$ cat src/rtl/pmc_pkg.sv
// Purpose: shared constants and types for the converter pin-mode and output control block
// Assumes: every count is in input (sample) clock cycles unless named otherwise
// Notes: three-level pins are seen through two comparator outputs (above-high, below-low)
package pmc_pkg;

  // ----------------------------------------------------------------
  // widths
  // ----------------------------------------------------------------
  localparam int PMC_SAMPLE_W = 8;
  localparam int PMC_CNT_W = 9;

  // ----------------------------------------------------------------
  // calibration timing, in input clock cycles
  // ----------------------------------------------------------------
  localparam logic [PMC_CNT_W-1:0] PMC_CAL_TRIG_CYCLES = 9'h050;
  localparam logic [PMC_CNT_W-1:0] PMC_WAIT_SHORT = 9'h010;
  localparam logic [PMC_CNT_W-1:0] PMC_WAIT_LONG = 9'h100;
  localparam logic [PMC_CNT_W-1:0] PMC_CAL_RUN = 9'h040;

  // ----------------------------------------------------------------
  // reset values
  // ----------------------------------------------------------------
  localparam logic [PMC_SAMPLE_W-1:0] PMC_BUS_RESET = 8'h00;
  localparam logic [PMC_CNT_W-1:0] PMC_CNT_RESET = 9'h000;

  // ----------------------------------------------------------------
  // types
  // ----------------------------------------------------------------
  typedef enum logic [1:0] {PMC_LVL_LOW, PMC_LVL_HIGH, PMC_LVL_MID} pmc_level_e;
  typedef enum logic [1:0] {PMC_CAL_WAIT, PMC_CAL_IDLE, PMC_CAL_RUNNING} pmc_cal_e;

endpackage : pmc_pkg

$ cat src/rtl/pmc_top.sv
// Purpose: pin-mode decode, calibration trigger, power-down and 1:2 output demux
// Assumes: input clock and all pins are asynchronous to clk_in and are synchronised
// Notes: the input clock must be well below half of clk_in (bench: 400 ns vs 50 ns)
`timescale 1ns/1ps

// How it works
// - 80 low then 80 high cycles start calibration
// - mid-level range pin selects extended control mode
// - range pin low 650 mV, high 870 mV
// - extended mode: swing pin is serial clock
// - swing pin high normal, low reduced amplitude
// - edge pin picks output clock data edge
// - mid-level edge pin enables double data rate
// - extended mode: edge pin is serial data
// - resync pulse resets the output clock
// - power-down held while request pin high
// - wait pin picks power-up calibration delay
// - extended mode: wait pin is select, delay short
// - samples captured on input clock falling edge
// - samples alternate across two output buses
// - output words are offset binary
// - each output word is eight bits
module pmc_top
  import pmc_pkg::*;
(
  input wire logic clk_in,
  input wire logic nrst_in,
  input wire logic sample_clock_in,
  input wire logic [PMC_SAMPLE_W-1:0] conv_code_in,
  input wire logic range_above_in,
  input wire logic range_below_in,
  input wire logic edge_above_in,
  input wire logic edge_below_in,
  input wire logic output_swing_select_in,
  input wire logic calibration_wait_select_in,
  input wire logic calibration_trigger_in,
  input wire logic powerdown_request_in,
  input wire logic output_clock_resync_in,
  output logic extended_mode_out,
  output logic range_wide_out,
  output logic swing_normal_out,
  output logic ddr_mode_out,
  output logic serial_clock_out,
  output logic serial_data_in_out,
  output logic serial_select_out,
  output logic cal_wait_long_out,
  output logic calibrating_out,
  output logic powerdown_out,
  output logic output_clock_true_out,
  output logic [PMC_SAMPLE_W-1:0] bus_a_out,
  output logic [PMC_SAMPLE_W-1:0] bus_b_out
);

  // ----------------------------------------------------------------
  // synchronisers
  // ----------------------------------------------------------------
  localparam int SYNC_W = PMC_SAMPLE_W + 11;
  logic [SYNC_W-1:0] sync1;
  logic [SYNC_W-1:0] sync2;
  logic [SYNC_W-1:0] sync_raw;
  localparam logic [SYNC_W-1:0] SYNC_RESET = 19'h00140; // below bits set: pins read low, no mid

  assign sync_raw = {conv_code_in, sample_clock_in, range_above_in, range_below_in,
    edge_above_in, edge_below_in, output_swing_select_in, calibration_wait_select_in,
    calibration_trigger_in, powerdown_request_in, output_clock_resync_in, 1'b0};

  always_ff @(posedge clk_in or negedge nrst_in)
  begin
    if (!nrst_in)
    begin
      sync1 <= SYNC_RESET;
      sync2 <= SYNC_RESET;
    end
    else
    begin
      sync1 <= sync_raw;
      sync2 <= sync1;
    end
  end

  logic [PMC_SAMPLE_W-1:0] code_s;
  logic sclk_s, rng_hi_s, rng_lo_s, edg_hi_s, edg_lo_s, swing_s, wait_s, trig_s, pd_s, rsy_s;
  assign {code_s, sclk_s, rng_hi_s, rng_lo_s, edg_hi_s, edg_lo_s, swing_s, wait_s,
    trig_s, pd_s, rsy_s} = sync2[SYNC_W-1:1];

  // ----------------------------------------------------------------
  // edge detection on synchronised levels
  // ----------------------------------------------------------------
  logic sclk_d;
  logic rsy_d;
  logic samp_fall;
  logic rsy_rise;

  always_ff @(posedge clk_in or negedge nrst_in)
  begin
    if (!nrst_in)
    begin
      sclk_d <= 1'b0;
      rsy_d <= 1'b0;
    end
    else
    begin
      sclk_d <= sclk_s;
      rsy_d <= rsy_s;
    end
  end

  assign samp_fall = sclk_d & ~sclk_s;
  assign rsy_rise = rsy_s & ~rsy_d;

  // ----------------------------------------------------------------
  // three-level decode
  // ----------------------------------------------------------------
  function automatic pmc_level_e pmc_decode(input logic above, input logic below);
    if (above)
      return PMC_LVL_HIGH;
    else if (below)
      return PMC_LVL_LOW;
    else
      return PMC_LVL_MID;
  endfunction : pmc_decode

  pmc_level_e range_lvl;
  pmc_level_e edge_lvl;

  always_ff @(posedge clk_in or negedge nrst_in)
  begin
    if (!nrst_in)
    begin
      range_lvl <= PMC_LVL_LOW;
      edge_lvl <= PMC_LVL_LOW;
    end
    else
    begin
      range_lvl <= pmc_decode(rng_hi_s, rng_lo_s);
      edge_lvl <= pmc_decode(edg_hi_s, edg_lo_s);
    end
  end

  // ----------------------------------------------------------------
  // mode outputs
  // ----------------------------------------------------------------
  logic ext;
  assign ext = (range_lvl == PMC_LVL_MID);

  always_ff @(posedge clk_in or negedge nrst_in)
  begin
    if (!nrst_in)
    begin
      extended_mode_out <= 1'b0;
      range_wide_out <= 1'b0;
      swing_normal_out <= 1'b0;
      ddr_mode_out <= 1'b0;
      serial_clock_out <= 1'b0;
      serial_data_in_out <= 1'b0;
      serial_select_out <= 1'b0;
      cal_wait_long_out <= 1'b0;
      powerdown_out <= 1'b0;
    end
    else
    begin
      extended_mode_out <= ext;
      range_wide_out <= !ext && range_lvl == PMC_LVL_HIGH;
      swing_normal_out <= !ext && swing_s;
      serial_clock_out <= ext && swing_s;
      ddr_mode_out <= !ext && edge_lvl == PMC_LVL_MID;
      serial_data_in_out <= ext && edge_lvl == PMC_LVL_HIGH;
      serial_select_out <= ext && wait_s;
      cal_wait_long_out <= !ext && wait_s;
      powerdown_out <= pd_s;
    end
  end

  // ----------------------------------------------------------------
  // calibration trigger: low run then high run
  // ----------------------------------------------------------------
  logic [PMC_CNT_W-1:0] trig_low_cnt;
  logic [PMC_CNT_W-1:0] trig_high_cnt;
  logic trig_armed;
  logic cal_trig;

  assign cal_trig = samp_fall && trig_s && trig_armed
    && trig_high_cnt == PMC_CAL_TRIG_CYCLES - 9'h001;

  always_ff @(posedge clk_in or negedge nrst_in)
  begin
    if (!nrst_in)
    begin
      trig_low_cnt <= PMC_CNT_RESET;
      trig_high_cnt <= PMC_CNT_RESET;
      trig_armed <= 1'b0;
    end
    else if (samp_fall)
    begin
      if (!trig_s)
      begin
        if (trig_low_cnt != PMC_CAL_TRIG_CYCLES)
          trig_low_cnt <= trig_low_cnt + 9'h001;
        trig_high_cnt <= PMC_CNT_RESET;
        trig_armed <= trig_low_cnt >= PMC_CAL_TRIG_CYCLES - 9'h001;
      end
      else
      begin
        trig_low_cnt <= PMC_CNT_RESET;
        if (cal_trig)
          trig_armed <= 1'b0;
        else if (trig_armed)
          trig_high_cnt <= trig_high_cnt + 9'h001;
      end
    end
  end

  // ----------------------------------------------------------------
  // calibration sequencer
  // ----------------------------------------------------------------
  pmc_cal_e cal_state;
  logic [PMC_CNT_W-1:0] cal_cnt;
  logic [PMC_CNT_W-1:0] wait_limit;

  assign wait_limit = cal_wait_long_out ? PMC_WAIT_LONG : PMC_WAIT_SHORT;

  always_ff @(posedge clk_in or negedge nrst_in)
  begin
    if (!nrst_in)
    begin
      cal_state <= PMC_CAL_WAIT;
      cal_cnt <= PMC_CNT_RESET;
    end
    else if (pd_s)
    begin
      cal_state <= PMC_CAL_WAIT;
      cal_cnt <= PMC_CNT_RESET;
    end
    else if (samp_fall)
    begin
      case (cal_state)
        PMC_CAL_WAIT:
        begin
          cal_cnt <= cal_cnt + 9'h001;
          if (cal_cnt + 9'h001 >= wait_limit)
          begin
            cal_state <= PMC_CAL_RUNNING;
            cal_cnt <= PMC_CNT_RESET;
          end
        end
        PMC_CAL_IDLE:
        begin
          if (cal_trig)
            cal_state <= PMC_CAL_RUNNING;
          cal_cnt <= PMC_CNT_RESET;
        end
        PMC_CAL_RUNNING:
        begin
          cal_cnt <= cal_cnt + 9'h001;
          if (cal_cnt == PMC_CAL_RUN - 9'h001)
            cal_state <= PMC_CAL_IDLE;
        end
        default:
          cal_state <= PMC_CAL_WAIT;
      endcase
    end
  end

  always_ff @(posedge clk_in or negedge nrst_in)
  begin
    if (!nrst_in)
      calibrating_out <= 1'b0;
    else
      calibrating_out <= !pd_s && (cal_state == PMC_CAL_RUNNING
        || (cal_state == PMC_CAL_IDLE && cal_trig));
  end

  // ----------------------------------------------------------------
  // sample capture, 1:2 demux, output clock
  // ----------------------------------------------------------------
  logic phase;
  logic [PMC_SAMPLE_W-1:0] hold_a;
  logic [PMC_SAMPLE_W-1:0] offset_code;
  logic edge_rise;

  assign offset_code = {~code_s[PMC_SAMPLE_W-1], code_s[PMC_SAMPLE_W-2:0]};
  assign edge_rise = (edge_lvl == PMC_LVL_HIGH);

  always_ff @(posedge clk_in or negedge nrst_in)
  begin
    if (!nrst_in)
    begin
      phase <= 1'b0;
      hold_a <= PMC_BUS_RESET;
      bus_a_out <= PMC_BUS_RESET;
      bus_b_out <= PMC_BUS_RESET;
      output_clock_true_out <= 1'b0;
    end
    else if (rsy_rise)
    begin
      phase <= 1'b0;
      output_clock_true_out <= 1'b0;
    end
    else if (samp_fall && !pd_s && !calibrating_out)
    begin
      phase <= ~phase;
      if (!phase)
      begin
        hold_a <= offset_code;
        if (!ddr_mode_out)
          output_clock_true_out <= ~edge_rise;
      end
      else
      begin
        bus_a_out <= hold_a;
        bus_b_out <= offset_code;
        if (ddr_mode_out)
          output_clock_true_out <= ~output_clock_true_out;
        else
          output_clock_true_out <= edge_rise;
      end
    end
  end
endmodule : pmc_top

$ cat config.mk
export PLATFORM = sky130hd
export DESIGN_NAME = pmc_top
export DESIGN_NICKNAME = d
export VERILOG_FILES = /design/src/rtl/pmc_pkg.sv /design/src/rtl/pmc_top.sv
export SDC_FILE = /design/constraint.sdc
export NUM_CORES = 1
export LEC_CHECK = 0
export BUFFER_PORTS_ARGS = -buffer_cell sky130_fd_sc_hd__buf_2
export CELL_PAD_IN_SITES_DETAIL_PLACEMENT = 0
export CELL_PAD_IN_SITES_GLOBAL_PLACEMENT = 1
export CORE_MARGIN = 2
export CORE_UTILIZATION = 40
export DETAILED_ROUTE_END_ITERATION = 6
export PLACE_DENSITY_LB_ADDON = 0.1
export SYNTH_ARGS = -nofsm -noshare
export SYNTH_HDL_FRONTEND = slang
export SYNTH_SLANG_ARGS = --single-unit
$ cat constraint.sdc
create_clock -name clk_in -period 3.25 [get_ports clk_in]
set_input_delay 0.65 -clock clk_in [delete_from_list [all_inputs] [get_ports clk_in]]
set_output_delay 0.65 -clock clk_in [all_outputs]
set_load 0.005 [all_outputs]
# Word level (Yosys, flattened, before mapping)
# Cells that the tools add are included.
# word_totals
regBits	108
# op_classes
add_sub_neg	3
order_cmp	2
n_eq_ne	16
mux	29
n_bitwise	9
reduce_logical	31
# op_table
cell	n
9-bit 2-to-1 mux	9
9-bit by 1-bit adder with 9-bit output, second input constant	3
9-bit one-hot mux with 3 select lines	1
2-bit 2-to-1 mux	9
1-bit logical AND	14
9-bit by 6-bit equality test with 1-bit output, second input constant	1
9-bit by 7-bit equality test with 1-bit output, second input constant	1
9-bit by 7-bit greater-or-equal comparator with 1-bit output, second input constant	1
9-bit greater-or-equal comparator	1
1-bit 2-to-1 mux	9
3-bit != test, second input constant	3
9-bit by 7-bit != test with 1-bit output, second input constant	1
3-bit AND reduction	3
2-bit AND reduction	4
1-bit inverter	7
2-bit by 1-bit equality test with 1-bit output, second input constant	3
2-bit equality test, second input constant	3
2-bit one-hot mux with 3 select lines	1
2-bit nonzero test	3
2-bit by 1-bit != test with 1-bit output, second input constant	2
4-bit AND reduction	1
4-bit nonzero test	1
1-bit logical NOT	3
3-bit by 1-bit != test with 1-bit output, second input constant	1
4 further kinds	5

# Depth between registers and ports, before layout
# depth
word_depth	9
depth_mapped	11
depth_no_buf	10

# Worst setup path before layout
# No wires, ideal clock.
# synth_path
path_kind	register to register
startpoint	reg cal_cnt[0]
endpoint	reg cal_cnt[0]
arrival_time_ns	2.244
setup_slack_ns	0.881
path_stages_with_launch	11
n_path_buf	1
synth_period_minus_slack_ns	2.369
cell_sequence	dfrtp_1 -> ha_1 -> and4_1 -> nand4_1 -> xnor2_1 -> ha_1 -> nor2_1 -> a41o_1 -> a21o_1 -> buf_4 -> mux2_2
# synth_between
elab_chain_len	6
# synth_rtl
item	line_no	source
from (decl)	pmc_top.sv:217	logic [PMC_CNT_W-1:0] cal_cnt;
from (signal assigned)	pmc_top.sv:239	cal_cnt <= cal_cnt + 9'h001;
from (signal assigned)	pmc_top.sv:254	cal_cnt <= cal_cnt + 9'h001;
9-bit by 1-bit adder with 9-bit output (*)	pmc_top.sv:239, pmc_top.sv:240, pmc_top.sv:254	
9-bit greater-or-equal comparator	pmc_top.sv:240	if (cal_cnt + 9'h001 >= wait_limit)
9-bit 2-to-1 mux	pmc_top.sv:240	
9-bit one-hot mux with 3 select lines (*)	pmc_top.sv:236	case (cal_state)
9-bit 2-to-1 mux (*)	pmc_top.sv:234	else if (samp_fall)
9-bit 2-to-1 mux (*)	pmc_top.sv:229	else if (pd_s)
# Every way passes the cells marked *; elsewhere a longest branch is shown, timed or not. The select of a mux whose other input is x is not followed.
# A chain may end at the register's enable or synchronous reset.

# Worst setup path after layout
# layout_path
startpoint	reg cal_cnt[1]
endpoint	reg cal_cnt[7]
# The elaborated chain is that of the path after synthesis.

==> reports/results.tsv <==
metric	value	unit
final_hold_viol_count	0	
grt_max_degree	47	
total_power	2.99	mW
ys_seq_elements	108	
cts_tree	done	
crit_path_start_kind	flip-flop	
yosysWarnings	0	
grt_overflow	0	
cpMostUsedCell	ha_1	
synth_compound_area_frac	0.0552	
post_cts_buffers	0	
crit_path_end_kind	flip-flop	
worstSetupPathType	flip-flop to flip-flop	
max_cap_violations	0	
holdWs	0.271	ns
synth_fa_ha_area_frac	0.0294	
ant_nets	0	
cp_num_buf_inv	0	
rsz0062_at_grt	false	
period_share	0.835	
multi_input_area	1420	sq um
grt_use_total	0.138	
hold_path.class	input port to async pin	
clock_latency	0.36	ns
max_stage_delay	0.40	ns
vias_per_cell	4.83	
synthArstFlopShare	1.00	
final_cell_mix	dfrtp_1 (104), buf_2 (45), nor2_1 (30), inv_1 (18), nand2_1 (18)	
synthMuxAreaShare	0.0705	
die_area	11500	sq um
worstMarginPinSlew	0.862	ns
synth_edf_count	0	
power_density	619	nW/um^2
gp_congestion	0.749	
rows	37	
cts_max_level	3	
cts_buffer_depth	2	
die_h	107	um
pin_count	47	
drc_errors	0	
ys_types	47	
required	3.50	ns
cts_root_buffer	clkbuf_8	
syn-cell-area	4260	sq um
slew_headroom	0.426	
via_count	2567	
slowest_stage	dfrtp_1	
crit_path_cell_trace	ha_1 > and4_1 > nand4_1 > xnor2_1 > ha_1 > nor2b_1 > a41o_1 > a21o_1 > and3_1 > a221o_1	
cts_hold_buf	0	
postSynthAreaPerCell	12.6	sq um
cts_resized	0	
finalClockSkew	0.0133	ns
fill_cells	990	
setup_viol_count_final	0	
fmax	0.368	GHz
p_leak	2.30	nW
antenna_cells	0	
cp.arrival	2.97	ns
clock-sinks	108	
regArea	2710	sq um
ys_dominant_reg_cell	dfrtp_1	
totalWireLength	7230	um
syn_nets	369	
antenna_found_initial	0	
initial_core_util	0.413	
finalSetupTns	0	ns
drt_iter0_markers	86	
clk_transition_reported_paths	0.11	ns
drive_above_1_share	0.241	
design.core.area	10300	sq um
avgRoutedWirePerCell	13.6	um
hpwlAfterDp	4980	um
first_pass_iters	4	
drv_slew	0	
pre_cts_ws	0.549	ns
cts_buffers	9	
port_buffers	46	
synth-simple-area-share	0.139	
status	finished clean	
yosysSeqAreaShare	0.636	
cp_max_fo	12	
grt_first_pass_wirelength	12400	um
netlist_instances	339	
synth-xor-area-share	0.0391	
crit_family	compound AO/OA/AOI/OAI gates	
area_delta_synth_final	13.2	%
dieWidth	107	um
irDropWorstVdd	0.000273	V
nets	420	
mostFrequentLayoutCell	dfrtp_1	
synth_top_family_by_area	simple AND/OR/NAND/NOR gates	
fin_ws	0.535	ns
period_minus_slack	2.71	ns
grt_pass1_vias	2602	
-- final cells by class --
cell class	count	area share
flip-flops and latches	108	0.561
multi-input cells	205	0.294
inverters	18	0.0140
clock inverters	6	0.0130
clock buffers	10	0.0285
repair buffers	48	0.0540
well taps	136	0.0353
-- worst paths after layout --
path                       startpoint  slack (ns)  cells past startpoint          to
min reg2reg                 sync1[17]        0.35                      0   sync2[17]
max reg2reg                cal_cnt[1]        0.54                     10  cal_cnt[7]
min in group clk_in         sync1[17]        0.35                      0   sync2[17]
min                           nrst_in        0.27                      1   sync2[14]
max in group asynchronous     nrst_in        2.29                      2    sync2[6]
max                        cal_cnt[1]        0.54                     10  cal_cnt[7]
-- where the power goes --
part	internal (mW)	switching [mW]	total [mW]	leakage, nW
Combinational	0.280	0.245	0.525	0.842
Sequential	1.55	0.115	1.66	1.36
Clock	0.320	0.480	0.800	0.102
Total	2.15	0.840	2.99	2.30
-- cells by family after synthesis --
group | Yosys count
compound gates | 40
simple gates | 111
mux | 25
buf+inv | 26
fa+ha+maj | 10
xor+xnor | 19
flops | 108
-- synthesized netlist by cell type (5+ instances only) --
cell,n,share of area
inv_1,18,0.016
and2_1,5,0.0073
nand3_1,13,0.015
a21oi_1,15,0.018
nor2b_1,9,0.013
o21ai_0,13,0.015
nand4_1,6,0.0088
xor2_1,13,0.027
dfrtp_1,104,0.61
mux2_2,16,0.042
xnor2_1,6,0.012
ha_1,10,0.029
mux2_4,6,0.021
and3_1,5,0.0073
nand2_1,18,0.016
nor2_1,30,0.026
-- metrics by stage --
step           instance area [sq um]   util  instances
6_report                        4820  0.467        531
5_1_grt                         4820  0.467        531
4_1_cts                         4820  0.467        531
3_5_place_dp                    4620  0.448        515
3_3_place_gp                    4620  0.448        515
2_1_floorplan                   4260      -        339
-- metal layers --
layer | wire, um | share of wire | up-vias | track usage
li1 | - | - | 1259 | -
met5 | 0 | 0 | - | 0
met4 | 113 | 0.016 | 0 | 0.0501
met3 | 259 | 0.036 | 9 | 0.0316
met1 | 3440 | 0.48 | 1260 | 0.182
met2 | 3420 | 0.47 | 39 | 0.225
-- flip-flops by register name, indices dropped and copies added, names as in the netlist, 2 cells and up --
| signal | count |
|---|---|
| bus_b_out | 8 |
| sync1 | 18 |
| cal_cnt | 9 |
| range_lvl | 2 |
| sync2 | 18 |
| edge_lvl | 2 |
| bus_a_out | 8 |
| trig_high_cnt | 9 |
| cal_state | 2 |
| trig_low_cnt | 9 |
| hold_a | 8 |
No activity file was read; power rests on OpenSTA's default activity.
